==> src/include/art_pkg.sv <==
// Constants, register map and carrier types of the PWM auto-reload timer
package art_pkg;
    localparam int ADDR_W = 12;
    localparam int DATA_W = 32;
    localparam int IDX_W = 10;
    localparam int NCH = 4;
    localparam int NCAP = 2;

    // Register indexes; byte address is four times the index
    localparam logic [IDX_W-1:0] IDX_DUTY3 = 10'h073;
    localparam logic [IDX_W-1:0] IDX_DUTY2 = 10'h074;
    localparam logic [IDX_W-1:0] IDX_DUTY1 = 10'h075;
    localparam logic [IDX_W-1:0] IDX_DUTY0 = 10'h076;
    localparam logic [IDX_W-1:0] IDX_PWM_OUTPUT_CONTROL = 10'h077;
    localparam logic [IDX_W-1:0] IDX_CSR = 10'h078;
    localparam logic [IDX_W-1:0] IDX_CAR = 10'h079;
    localparam logic [IDX_W-1:0] IDX_ARR = 10'h07a;
    localparam logic [IDX_W-1:0] IDX_CCSR = 10'h07b;
    localparam logic [IDX_W-1:0] IDX_ICR1 = 10'h07c;
    localparam logic [IDX_W-1:0] IDX_ICR2 = 10'h07d;

    // Field positions
    localparam int CSR_EXT_CLOCK_SELECT = 7;
    localparam int CSR_CC_LSB = 4;
    localparam int CSR_RUN = 3;
    localparam int CSR_FORCE_RELOAD = 2;
    localparam int CSR_OIE = 1;
    localparam int CSR_OVF = 0;
    localparam int PWM_OUTPUT_CONTROL_OE_LSB = 4;
    localparam int PWM_OUTPUT_CONTROL_OP_LSB = 0;
    localparam int CCSR_CS_LSB = 4;
    localparam int CCSR_CIE_LSB = 2;
    localparam int CCSR_CF_LSB = 0;

    localparam logic [7:0] RST_BYTE = 8'h00;
    localparam logic [7:0] CNT_TOP = 8'hff;
    localparam logic [6:0] PRESC_ONE = 7'h01;
    localparam logic [1:0] RESP_OKAY = 2'h0;
    localparam logic [1:0] RESP_SLVERR = 2'h2;

    typedef struct packed {
        logic [ADDR_W-1:0] awaddr;
        logic awvalid;
        logic [DATA_W-1:0] wdata;
        logic [3:0] wstrb;
        logic wvalid;
        logic bready;
        logic [ADDR_W-1:0] araddr;
        logic arvalid;
        logic rready;
    } axil_req_t;

    typedef struct packed {
        logic awready;
        logic wready;
        logic [1:0] bresp;
        logic bvalid;
        logic arready;
        logic [DATA_W-1:0] rdata;
        logic [1:0] rresp;
        logic rvalid;
    } axil_rsp_t;
endpackage

==> src/rtl/pwm_auto_reload_timer.sv <==
// PWM auto-reload timer with capture channels and an AXI4-Lite register bank
// Operation
// - Overflow sets flag; enabled flag raises interrupt
// - Flag cleared only by status register read
// - Event mode overflows after 256 minus reload
// - Capture edge copies counter, sets capture flag
// - Edge select bit picks rising or falling
// - Per-channel capture interrupt enable
// - Capture register locked until read clears flag
// - Flag and enable keep capture request pending
// - Capture edges double as wake interrupts; no wake path here, capture_irq only updates while clk_en is high
// - Bit 7 selects CPU or external clock
// - Divide field sets power-of-two prescale
// - Run bit low freezes prescaler and counter
// - Force reload loads counter, clears prescaler
// - Overflow interrupt enable gates request
// - Overflow is the step from FFh
// - Counter register reads live, writes counter
// - Overflow reloads counter and flips PWM levels
// - Output enables connect each PWM pin
// - Level high while counter at most compare
// - Polarity change inverts output at once
// - Duty register sets second PWM edge
// - Compare shadows load only at overflow
// - Counter steps on each prescaler tick
// - Counter write also clears prescaler
//
// Decided for this implementation: the register offsets and the AXI4-Lite slave port.
`timescale 1ns/1ps
`default_nettype none
module pwm_auto_reload_timer #(
    parameter int NUM_PWM = art_pkg::NCH,
    parameter int NUM_CAP = art_pkg::NCAP
) (
    // Clock, reset, enable
    input wire logic aclk,
    input wire logic aresetn,
    input wire logic clk_en,
    // Register bus
    input wire art_pkg::axil_req_t axi_req,
    output var art_pkg::axil_rsp_t axi_rsp,
    // Pins
    input wire logic external_event_clock,
    input wire logic [NUM_CAP-1:0] capture_input_pin,
    output logic [NUM_PWM-1:0] pwm_channel_output,
    // Interrupt requests
    output logic overflow_irq,
    output logic [NUM_CAP-1:0] capture_irq
);
    typedef struct packed {
        logic aw_rdy;
        logic w_rdy;
        logic [art_pkg::IDX_W-1:0] aw_idx;
        logic [7:0] w_data;
        logic w_lane0;
        logic bvalid;
        logic [1:0] bresp;
        logic ar_rdy;
        logic rvalid;
        logic [7:0] rdata;
        logic [1:0] rresp;
        logic ext_prev;
        logic [NUM_CAP-1:0] cap_prev;
        logic [6:0] presc;
        logic [7:0] cnt;
        logic [7:0] reload;
        logic ext_clock_select;
        logic [2:0] cc;
        logic run;
        logic overflow_irq_enable;
        logic ovf;
        logic [NUM_PWM-1:0] oe;
        logic [NUM_PWM-1:0] pol;
        logic [NUM_PWM-1:0][7:0] duty;
        logic [NUM_PWM-1:0][7:0] cmp;
        logic [NUM_CAP-1:0] cs;
        logic [NUM_CAP-1:0] cie;
        logic [NUM_CAP-1:0] cf;
        logic [NUM_CAP-1:0][7:0] icr;
        logic [NUM_PWM-1:0] pwm;
        logic ovf_irq;
        logic [NUM_CAP-1:0] cap_irq;
    } state_t;

    state_t s_reg;
    state_t s_next;

    logic aw_hs;
    logic w_hs;
    logic do_wr;
    logic ar_hs;
    logic [art_pkg::IDX_W-1:0] ar_idx;
    logic [art_pkg::IDX_W-1:0] wr_idx;
    logic [7:0] wr_byte;
    logic in_tick;
    logic [6:0] tap_mask;
    logic cnt_tick;
    logic ovf_evt;
    logic csr_rd;
    logic csr_wr;
    logic force_reload;
    logic cnt_wr;
    logic [NUM_CAP-1:0] icr_rd;
    logic [NUM_CAP-1:0] cap_evt;

    assign aw_hs = axi_req.awvalid && s_reg.aw_rdy;
    assign w_hs = axi_req.wvalid && s_reg.w_rdy;
    assign ar_hs = axi_req.arvalid && s_reg.ar_rdy;
    assign ar_idx = axi_req.araddr[art_pkg::ADDR_W-1:2];
    // Write fires once both halves are held, either arriving first
    assign do_wr = (!s_reg.aw_rdy || aw_hs) && (!s_reg.w_rdy || w_hs)
        && !s_reg.bvalid;
    assign wr_idx = s_reg.aw_rdy ? axi_req.awaddr[art_pkg::ADDR_W-1:2]
        : s_reg.aw_idx;
    assign wr_byte = s_reg.w_rdy ? axi_req.wdata[7:0] : s_reg.w_data;
    assign csr_wr = do_wr && (wr_idx == art_pkg::IDX_CSR);
    assign cnt_wr = do_wr && (wr_idx == art_pkg::IDX_CAR);
    assign force_reload = csr_wr && wr_byte[art_pkg::CSR_FORCE_RELOAD];
    assign csr_rd = ar_hs && (ar_idx == art_pkg::IDX_CSR);
    assign icr_rd[0] = ar_hs && (ar_idx == art_pkg::IDX_ICR1);
    assign icr_rd[1] = ar_hs && (ar_idx == art_pkg::IDX_ICR2);

    // External clock sampled on the bus clock; it must run slower than half of aclk
    assign in_tick = s_reg.ext_clock_select ? (external_event_clock && !s_reg.ext_prev)
        : 1'b1;
    assign tap_mask = 7'((8'h01 << s_reg.cc) - 8'h01);
    assign cnt_tick = s_reg.run && in_tick
        && ((s_reg.presc & tap_mask) == tap_mask);
    assign ovf_evt = cnt_tick && (s_reg.cnt == art_pkg::CNT_TOP);

    genvar g;
    generate
        for (g = 0; g < NUM_CAP; g++) begin : g_cap
            assign cap_evt[g] = !s_reg.cf[g] && (s_reg.cs[g]
                ? (capture_input_pin[g] && !s_reg.cap_prev[g])
                : (!capture_input_pin[g] && s_reg.cap_prev[g]));
        end
    endgenerate

    always_comb begin
        logic [7:0] rd;
        logic [1:0] ch;
        rd = art_pkg::RST_BYTE;
        ch = 2'h0;
        s_next = s_reg;
        s_next.ext_prev = external_event_clock;
        s_next.cap_prev = capture_input_pin;

        // Bus handshakes
        if (aw_hs) begin
            s_next.aw_rdy = 1'b0;
            s_next.aw_idx = axi_req.awaddr[art_pkg::ADDR_W-1:2];
        end
        if (w_hs) begin
            s_next.w_rdy = 1'b0;
            s_next.w_data = axi_req.wdata[7:0];
            s_next.w_lane0 = axi_req.wstrb[0];
        end
        if (s_reg.bvalid && axi_req.bready) begin
            s_next.bvalid = 1'b0;
            s_next.aw_rdy = 1'b1;
            s_next.w_rdy = 1'b1;
        end
        if (s_reg.rvalid && axi_req.rready) begin
            s_next.rvalid = 1'b0;
            s_next.ar_rdy = 1'b1;
        end

        // Prescaler and counter
        if (s_reg.run && in_tick) begin
            s_next.presc = s_reg.presc + art_pkg::PRESC_ONE;
        end
        if (cnt_tick) begin
            if (ovf_evt) begin
                s_next.cnt = s_reg.reload;
                s_next.cmp = s_reg.duty;
            end else begin
                s_next.cnt = s_reg.cnt + 8'h01;
            end
        end
        // Clearing read loses to a new overflow
        s_next.ovf = (s_reg.ovf && !csr_rd) || ovf_evt;

        // Captures: set beats the clearing read
        for (int i = 0; i < NUM_CAP; i++) begin
            if (icr_rd[i]) begin
                s_next.cf[i] = 1'b0;
            end
            if (cap_evt[i]) begin
                s_next.icr[i] = s_reg.cnt;
                s_next.cf[i] = 1'b1;
            end
        end

        // Register write
        if (do_wr) begin
            s_next.bvalid = 1'b1;
            s_next.bresp = art_pkg::RESP_OKAY;
            if (wr_idx >= art_pkg::IDX_DUTY3
                    && wr_idx <= art_pkg::IDX_DUTY0) begin
                ch = 2'(art_pkg::IDX_DUTY0 - wr_idx);
                if (s_next.w_lane0 || (w_hs && axi_req.wstrb[0])) begin
                    s_next.duty[ch] = wr_byte;
                end
            end else if (wr_idx == art_pkg::IDX_PWM_OUTPUT_CONTROL) begin
                if (s_next.w_lane0) begin
                    s_next.oe = wr_byte[art_pkg::PWM_OUTPUT_CONTROL_OE_LSB +: NUM_PWM];
                    s_next.pol = wr_byte[art_pkg::PWM_OUTPUT_CONTROL_OP_LSB +: NUM_PWM];
                end
            end else if (wr_idx == art_pkg::IDX_CSR) begin
                if (s_next.w_lane0) begin
                    s_next.ext_clock_select = wr_byte[art_pkg::CSR_EXT_CLOCK_SELECT];
                    s_next.cc = wr_byte[art_pkg::CSR_CC_LSB +: 3];
                    s_next.run = wr_byte[art_pkg::CSR_RUN];
                    s_next.overflow_irq_enable = wr_byte[art_pkg::CSR_OIE];
                    if (wr_byte[art_pkg::CSR_FORCE_RELOAD]) begin
                        s_next.cnt = s_reg.reload;
                        s_next.presc = 7'h00;
                    end
                end
            end else if (wr_idx == art_pkg::IDX_CAR) begin
                if (s_next.w_lane0) begin
                    s_next.cnt = wr_byte;
                    s_next.presc = 7'h00;
                end
            end else if (wr_idx == art_pkg::IDX_ARR) begin
                if (s_next.w_lane0) begin
                    s_next.reload = wr_byte;
                end
            end else if (wr_idx == art_pkg::IDX_CCSR) begin
                if (s_next.w_lane0) begin
                    s_next.cs = wr_byte[art_pkg::CCSR_CS_LSB +: NUM_CAP];
                    s_next.cie = wr_byte[art_pkg::CCSR_CIE_LSB +: NUM_CAP];
                end
            end else if (wr_idx == art_pkg::IDX_ICR1
                    || wr_idx == art_pkg::IDX_ICR2) begin
                s_next.bresp = art_pkg::RESP_OKAY;
            end else begin
                s_next.bresp = art_pkg::RESP_SLVERR;
            end
        end

        // Register read
        if (ar_hs) begin
            s_next.ar_rdy = 1'b0;
            s_next.rvalid = 1'b1;
            s_next.rresp = art_pkg::RESP_OKAY;
            if (ar_idx >= art_pkg::IDX_DUTY3
                    && ar_idx <= art_pkg::IDX_DUTY0) begin
                rd = s_reg.duty[2'(art_pkg::IDX_DUTY0 - ar_idx)];
            end else if (ar_idx == art_pkg::IDX_PWM_OUTPUT_CONTROL) begin
                rd = {s_reg.oe, s_reg.pol};
            end else if (ar_idx == art_pkg::IDX_CSR) begin
                // Force-reload bit always reads zero
                rd = {s_reg.ext_clock_select, s_reg.cc, s_reg.run, 1'b0, s_reg.overflow_irq_enable,
                    s_reg.ovf};
            end else if (ar_idx == art_pkg::IDX_CAR) begin
                rd = s_reg.cnt;
            end else if (ar_idx == art_pkg::IDX_ARR) begin
                rd = s_reg.reload;
            end else if (ar_idx == art_pkg::IDX_CCSR) begin
                rd = {2'h0, s_reg.cs, s_reg.cie, s_reg.cf};
            end else if (ar_idx == art_pkg::IDX_ICR1) begin
                rd = s_reg.icr[0];
            end else if (ar_idx == art_pkg::IDX_ICR2) begin
                rd = s_reg.icr[1];
            end else begin
                s_next.rresp = art_pkg::RESP_SLVERR;
            end
            s_next.rdata = rd;
        end

        // Registered pin and request levels from the next state
        for (int i = 0; i < NUM_PWM; i++) begin
            s_next.pwm[i] = s_next.oe[i] && ((s_next.cnt <= s_next.cmp[i])
                ^ s_next.pol[i]);
        end
        s_next.ovf_irq = s_next.ovf && s_next.overflow_irq_enable;
        s_next.cap_irq = s_next.cf & s_next.cie;
    end

    always_ff @(posedge aclk) begin
        if (!aresetn) begin
            s_reg <= '0;
            s_reg.aw_rdy <= 1'b1;
            s_reg.w_rdy <= 1'b1;
            s_reg.ar_rdy <= 1'b1;
        end else if (clk_en) begin
            s_reg <= s_next;
        end
    end

    assign axi_rsp.awready = s_reg.aw_rdy;
    assign axi_rsp.wready = s_reg.w_rdy;
    assign axi_rsp.bresp = s_reg.bresp;
    assign axi_rsp.bvalid = s_reg.bvalid;
    assign axi_rsp.arready = s_reg.ar_rdy;
    assign axi_rsp.rdata = {24'h000000, s_reg.rdata};
    assign axi_rsp.rresp = s_reg.rresp;
    assign axi_rsp.rvalid = s_reg.rvalid;
    assign pwm_channel_output = s_reg.pwm;
    assign overflow_irq = s_reg.ovf_irq;
    assign capture_irq = s_reg.cap_irq;
endmodule
`default_nettype wire

==> config.mk <==
export PLATFORM = sky130hd
export DESIGN_NAME = pwm_auto_reload_timer
export DESIGN_NICKNAME = d
export VERILOG_FILES = /design/src/include/art_pkg.sv /design/src/rtl/pwm_auto_reload_timer.sv
export SDC_FILE = /design/constraint.sdc
export NUM_CORES = 1
export LEC_CHECK = 0
export ABC_AREA = 1
export BUFFER_PORTS_ARGS = -buffer_cell sky130_fd_sc_hd__clkbuf_2
export CAP_MARGIN = 15
export CORE_ASPECT_RATIO = 1.1
export CORE_MARGIN = 2
export CORE_UTILIZATION = 53
export CTS_CLUSTER_SIZE = 10
export DETAILED_ROUTE_END_ITERATION = 7
export PLACE_DENSITY = 0.73
export SKIP_CTS_REPAIR_TIMING = 1
export SYNTH_ARGS = -nofsm -noshare
export SYNTH_HDL_FRONTEND = slang
export SYNTH_SLANG_ARGS = --single-unit
==> constraint.sdc <==
create_clock -name aclk -period 2.8 [get_ports aclk]
set_clock_uncertainty 0.15 [all_clocks]
set_input_delay 0.28 -clock aclk [delete_from_list [all_inputs] [get_ports aclk]]
set_output_delay 0.28 -clock aclk [all_outputs]
set_load 0.02 [all_outputs]
==> results.py <==
metrics = {
    "timing": {
        "slew_violations": 0,
        "rsz0062_at_grt": "true",
        "fmax_mhz": 318,
        "hold_violations": 5,
        "period_share": 1.12,
        "holdWs_ns": -0.0135,
        "setup_viol": 4,
        "slew_headroom": 0.265,
        "fin_ws_ns": -0.346,
        "worst_slew_pin_slew_ns": 1.10,
        "fin_crit_ns": 3.15,
    },
    "pwr": {
        "power_density_mw_per_mm2": 480,
        "vdd_drop_max_mv": 0.437,
        "p_leak_uw": 0.00568,
    },
    "drt": {
        "wl_um": 30900,
        "drc_errors": 0,
        "antenna_left": 0,
        "drt-initial-drc-count": 859,
        "routedWlPerCell_um": 16.2,
        "vias_per_cell": 5.38,
        "drtPass1Iterations": 5,
        "routed-via-count": 10267,
    },
    "grt": {
        "track_usage": 0.301,
        "grt_overflow_total": 0,
        "antenna_found_initial": 0,
        "grt_pass1_vias": 9106,
        "grt_max_degree": 132,
        "grt_pass1_wl_um": 46600,
    },
    "synth": {
        "yosysTopAreaCellShare": 0.343,
        "yosys.cell_count.top_type": "nand2_1",
        "synth_edf_count": 0,
        "synth_area_per_cell_um2": 6.60,
        "ys_seq_elements": 168,
        "synth_cells": 1488,
        "synth_cell_types": 39,
        "synth_common_cells": "nand2_1, inv_1, o21ai_0",
        "yosysWarnings": 0,
        "synth_ff_type": "dfxtp_1",
        "ys_seq_area_frac": 0.343,
        "synthesis.area_mm2": 0.00982,
        "async_flop_share": 0,
        "synth_area_leader_cell": "dfxtp_1",
        "synth_area_leaders": "dfxtp_1, nand2_1, o21ai_0",
    },
    "min_path": {
        "hold_class": "primary input to flop",
    },
    "die": {
        "chipHeight_um": 147,
        "die-area_mm2": 0.0196,
        "start_util": 0.537,
        "num_rows": 52,
        "die_x_um": 134,
        "io_pins": 119,
        "core_area_mm2": 0.0183,
    },
    "worst_setup_path": {
        "required_ns": 2.99,
        "cp-start-kind": "flop",
        "critical_path_arrival_ns": 3.34,
        "crit_path_end_kind": "flop",
        "critPathMaxFanout": 7,
        "worst-setup-path-type": "flop to flop",
    },
    "final_layout": {
        "drive_above_1_share": 0.219,
        "postLayoutCellArea_mm2": 0.0124,
        "syn2layout_area_growth_pct": 26.5,
        "fillers": 1593,
        "num_antenna_cells": 0,
        "finish.net_count": 1761,
    },
    "placement": {
        "routabilityCongestion": 0.922,
        "dpl.hpwl_um": 21900,
        "io_buffer_count": 61,
        "placed_area_mm2": 0.0111,
    },
    "cts": {
        "cts_tree": "done",
        "cts_inserted_buffers": 17,
        "htreeDepth": 4,
        "cts.clk_slew.worst_paths_ns": 0.07,
        "cts.sinks": 168,
        "clockBufferDepth": 2,
        "root_buffer": "clkbuf_16",
        "clock_latency_ns": 0.44,
    },
    "status": {
        "outcome": "finished with violations",
        "violations": "negative hold slack, negative setup slack",
    },
    "run": {
        "cap_violations": 0,
    },
}
[metal layers]
metal / global-route usage / share of wire / vias to the layer above
li1: - / - / 5107
met1: 0.389 / 0.42 / 4666
met2: 0.494 / 0.47 / 426
met3: 0.0497 / 0.074 / 68
met4: 0.134 / 0.037 / 0
met5: 0 / 0 / -
[per-stage QoR]
step / util / TNS [ns] / std cells / total power [uW] / worst slack [ns]
after floorplan: - / -0.00750 / 1513 / 3220 / -0.00750
after global placement: 0.606 / -1.09 / 1851 / 3570 / -0.319
after detailed placement: 0.606 / -1.44 / 1851 / 3580 / -0.417
after CTS: 0.637 / -1.50 / 1882 / 5840 / -0.422
after global routing: 0.679 / -2.00 / 1907 / 6210 / -0.511
final: 0.679 / -1.30 / 1907 / 5960 / -0.346
[power by group]
| part | switching (uW) | internal [uW] | leakage, uW |
|---|---|---|---|
| combinational | 710 | 446 | 0.00404 |
| sequential | 51.1 | 2480 | 0.00137 |
| clock | 1110 | 1170 | 0.000269 |
| total | 1870 | 4100 | 0.00568 |
[final timing paths]
kind / to / slack [ns] / from / cells past startpoint
worst max-delay path: pwm_channel_output[3] / -0.35 / axi_rsp[40] / 23
worst min-delay path: s_reg[166] / -0.01 / axi_req[63] / 3
worst max register to register: pwm_channel_output[3] / -0.35 / axi_rsp[40] / 23
worst min register to register: s_reg[12] / 0.29 / s_reg[12] / 2
[placed cells by master, fill, tap and decap left out, types with 4 or more instances in the layout]
cell,netlist,final
xor2_1,5,5
a21oi_1,163,160
o211ai_1,32,32
inv_8,0,4
o21ai_1,5,14
clkbuf_16,0,18
dfxtp_2,0,4
o21ai_4,1,4
inv_6,0,6
nor2_1,79,74
buf_6,2,13
inv_1,235,228
nand4_1,14,14
o21ai_2,5,6
o22ai_1,8,7
nor3_4,0,4
nand3b_1,4,4
ha_1,38,20
ha_4,0,16
nand3_2,3,6
nand2_2,0,26
inv_4,0,4
o21a_1,7,7
nor2_2,1,5
nand2_1,303,265
or2_2,6,6
conb_1,1,26
buf_4,50,146
inv_2,2,4
dfxtp_1,168,163
clkbuf_2,0,59
dlygate4sd3_1,0,7
nand3_1,65,59
nand2_4,0,9
nor3_1,13,10
o21ai_0,209,196
[area by class of cell]
class,count,area (um^2),share of cell area
sequential,168,3370,0.272
inverter,238,908,0.0732
multi-input combinational,999,5600,0.451
clock buffer,17,425,0.0343
timing repair buffer,228,1670,0.135
clock inverter,14,130,0.0105
tap,243,304,0.0245
[cell families after synthesis]
family / after synthesis / share of synthesized area
AO/OA/AOI/OAI: 436 / 0.238
buffers and inverters: 346 / 0.153
XOR/XNOR: 7 / 0.00625
AND/OR/NAND/NOR: 492 / 0.211
flip-flops: 168 / 0.343
other: 1 / 0.000382
adder cells (fa/ha/maj): 38 / 0.0484
[worst max-delay path, cell delays in order (launching register included)]
cell and delay [ns]:
dfxtp_4 0.39, buf_6 0.15, nand2_2 0.08, o21ai_4 0.08
inv_2 0.07, nand2_2 0.08, nor2_4 0.19, nand2_4 0.11
nand2_4 0.09, nand4_4 0.16, buf_6 0.18, nand3_4 0.09
nand2_4 0.09, buf_6 0.13, ha_1 0.17, nor2_1 0.09
o21ai_0 0.08, nand2_1 0.07, nand2_1 0.05, o211ai_1 0.10
nand2_1 0.10, nand2_1 0.06, nand3_1 0.09, a21oi_1 0.19
Power figures use the tool's default switching activity.
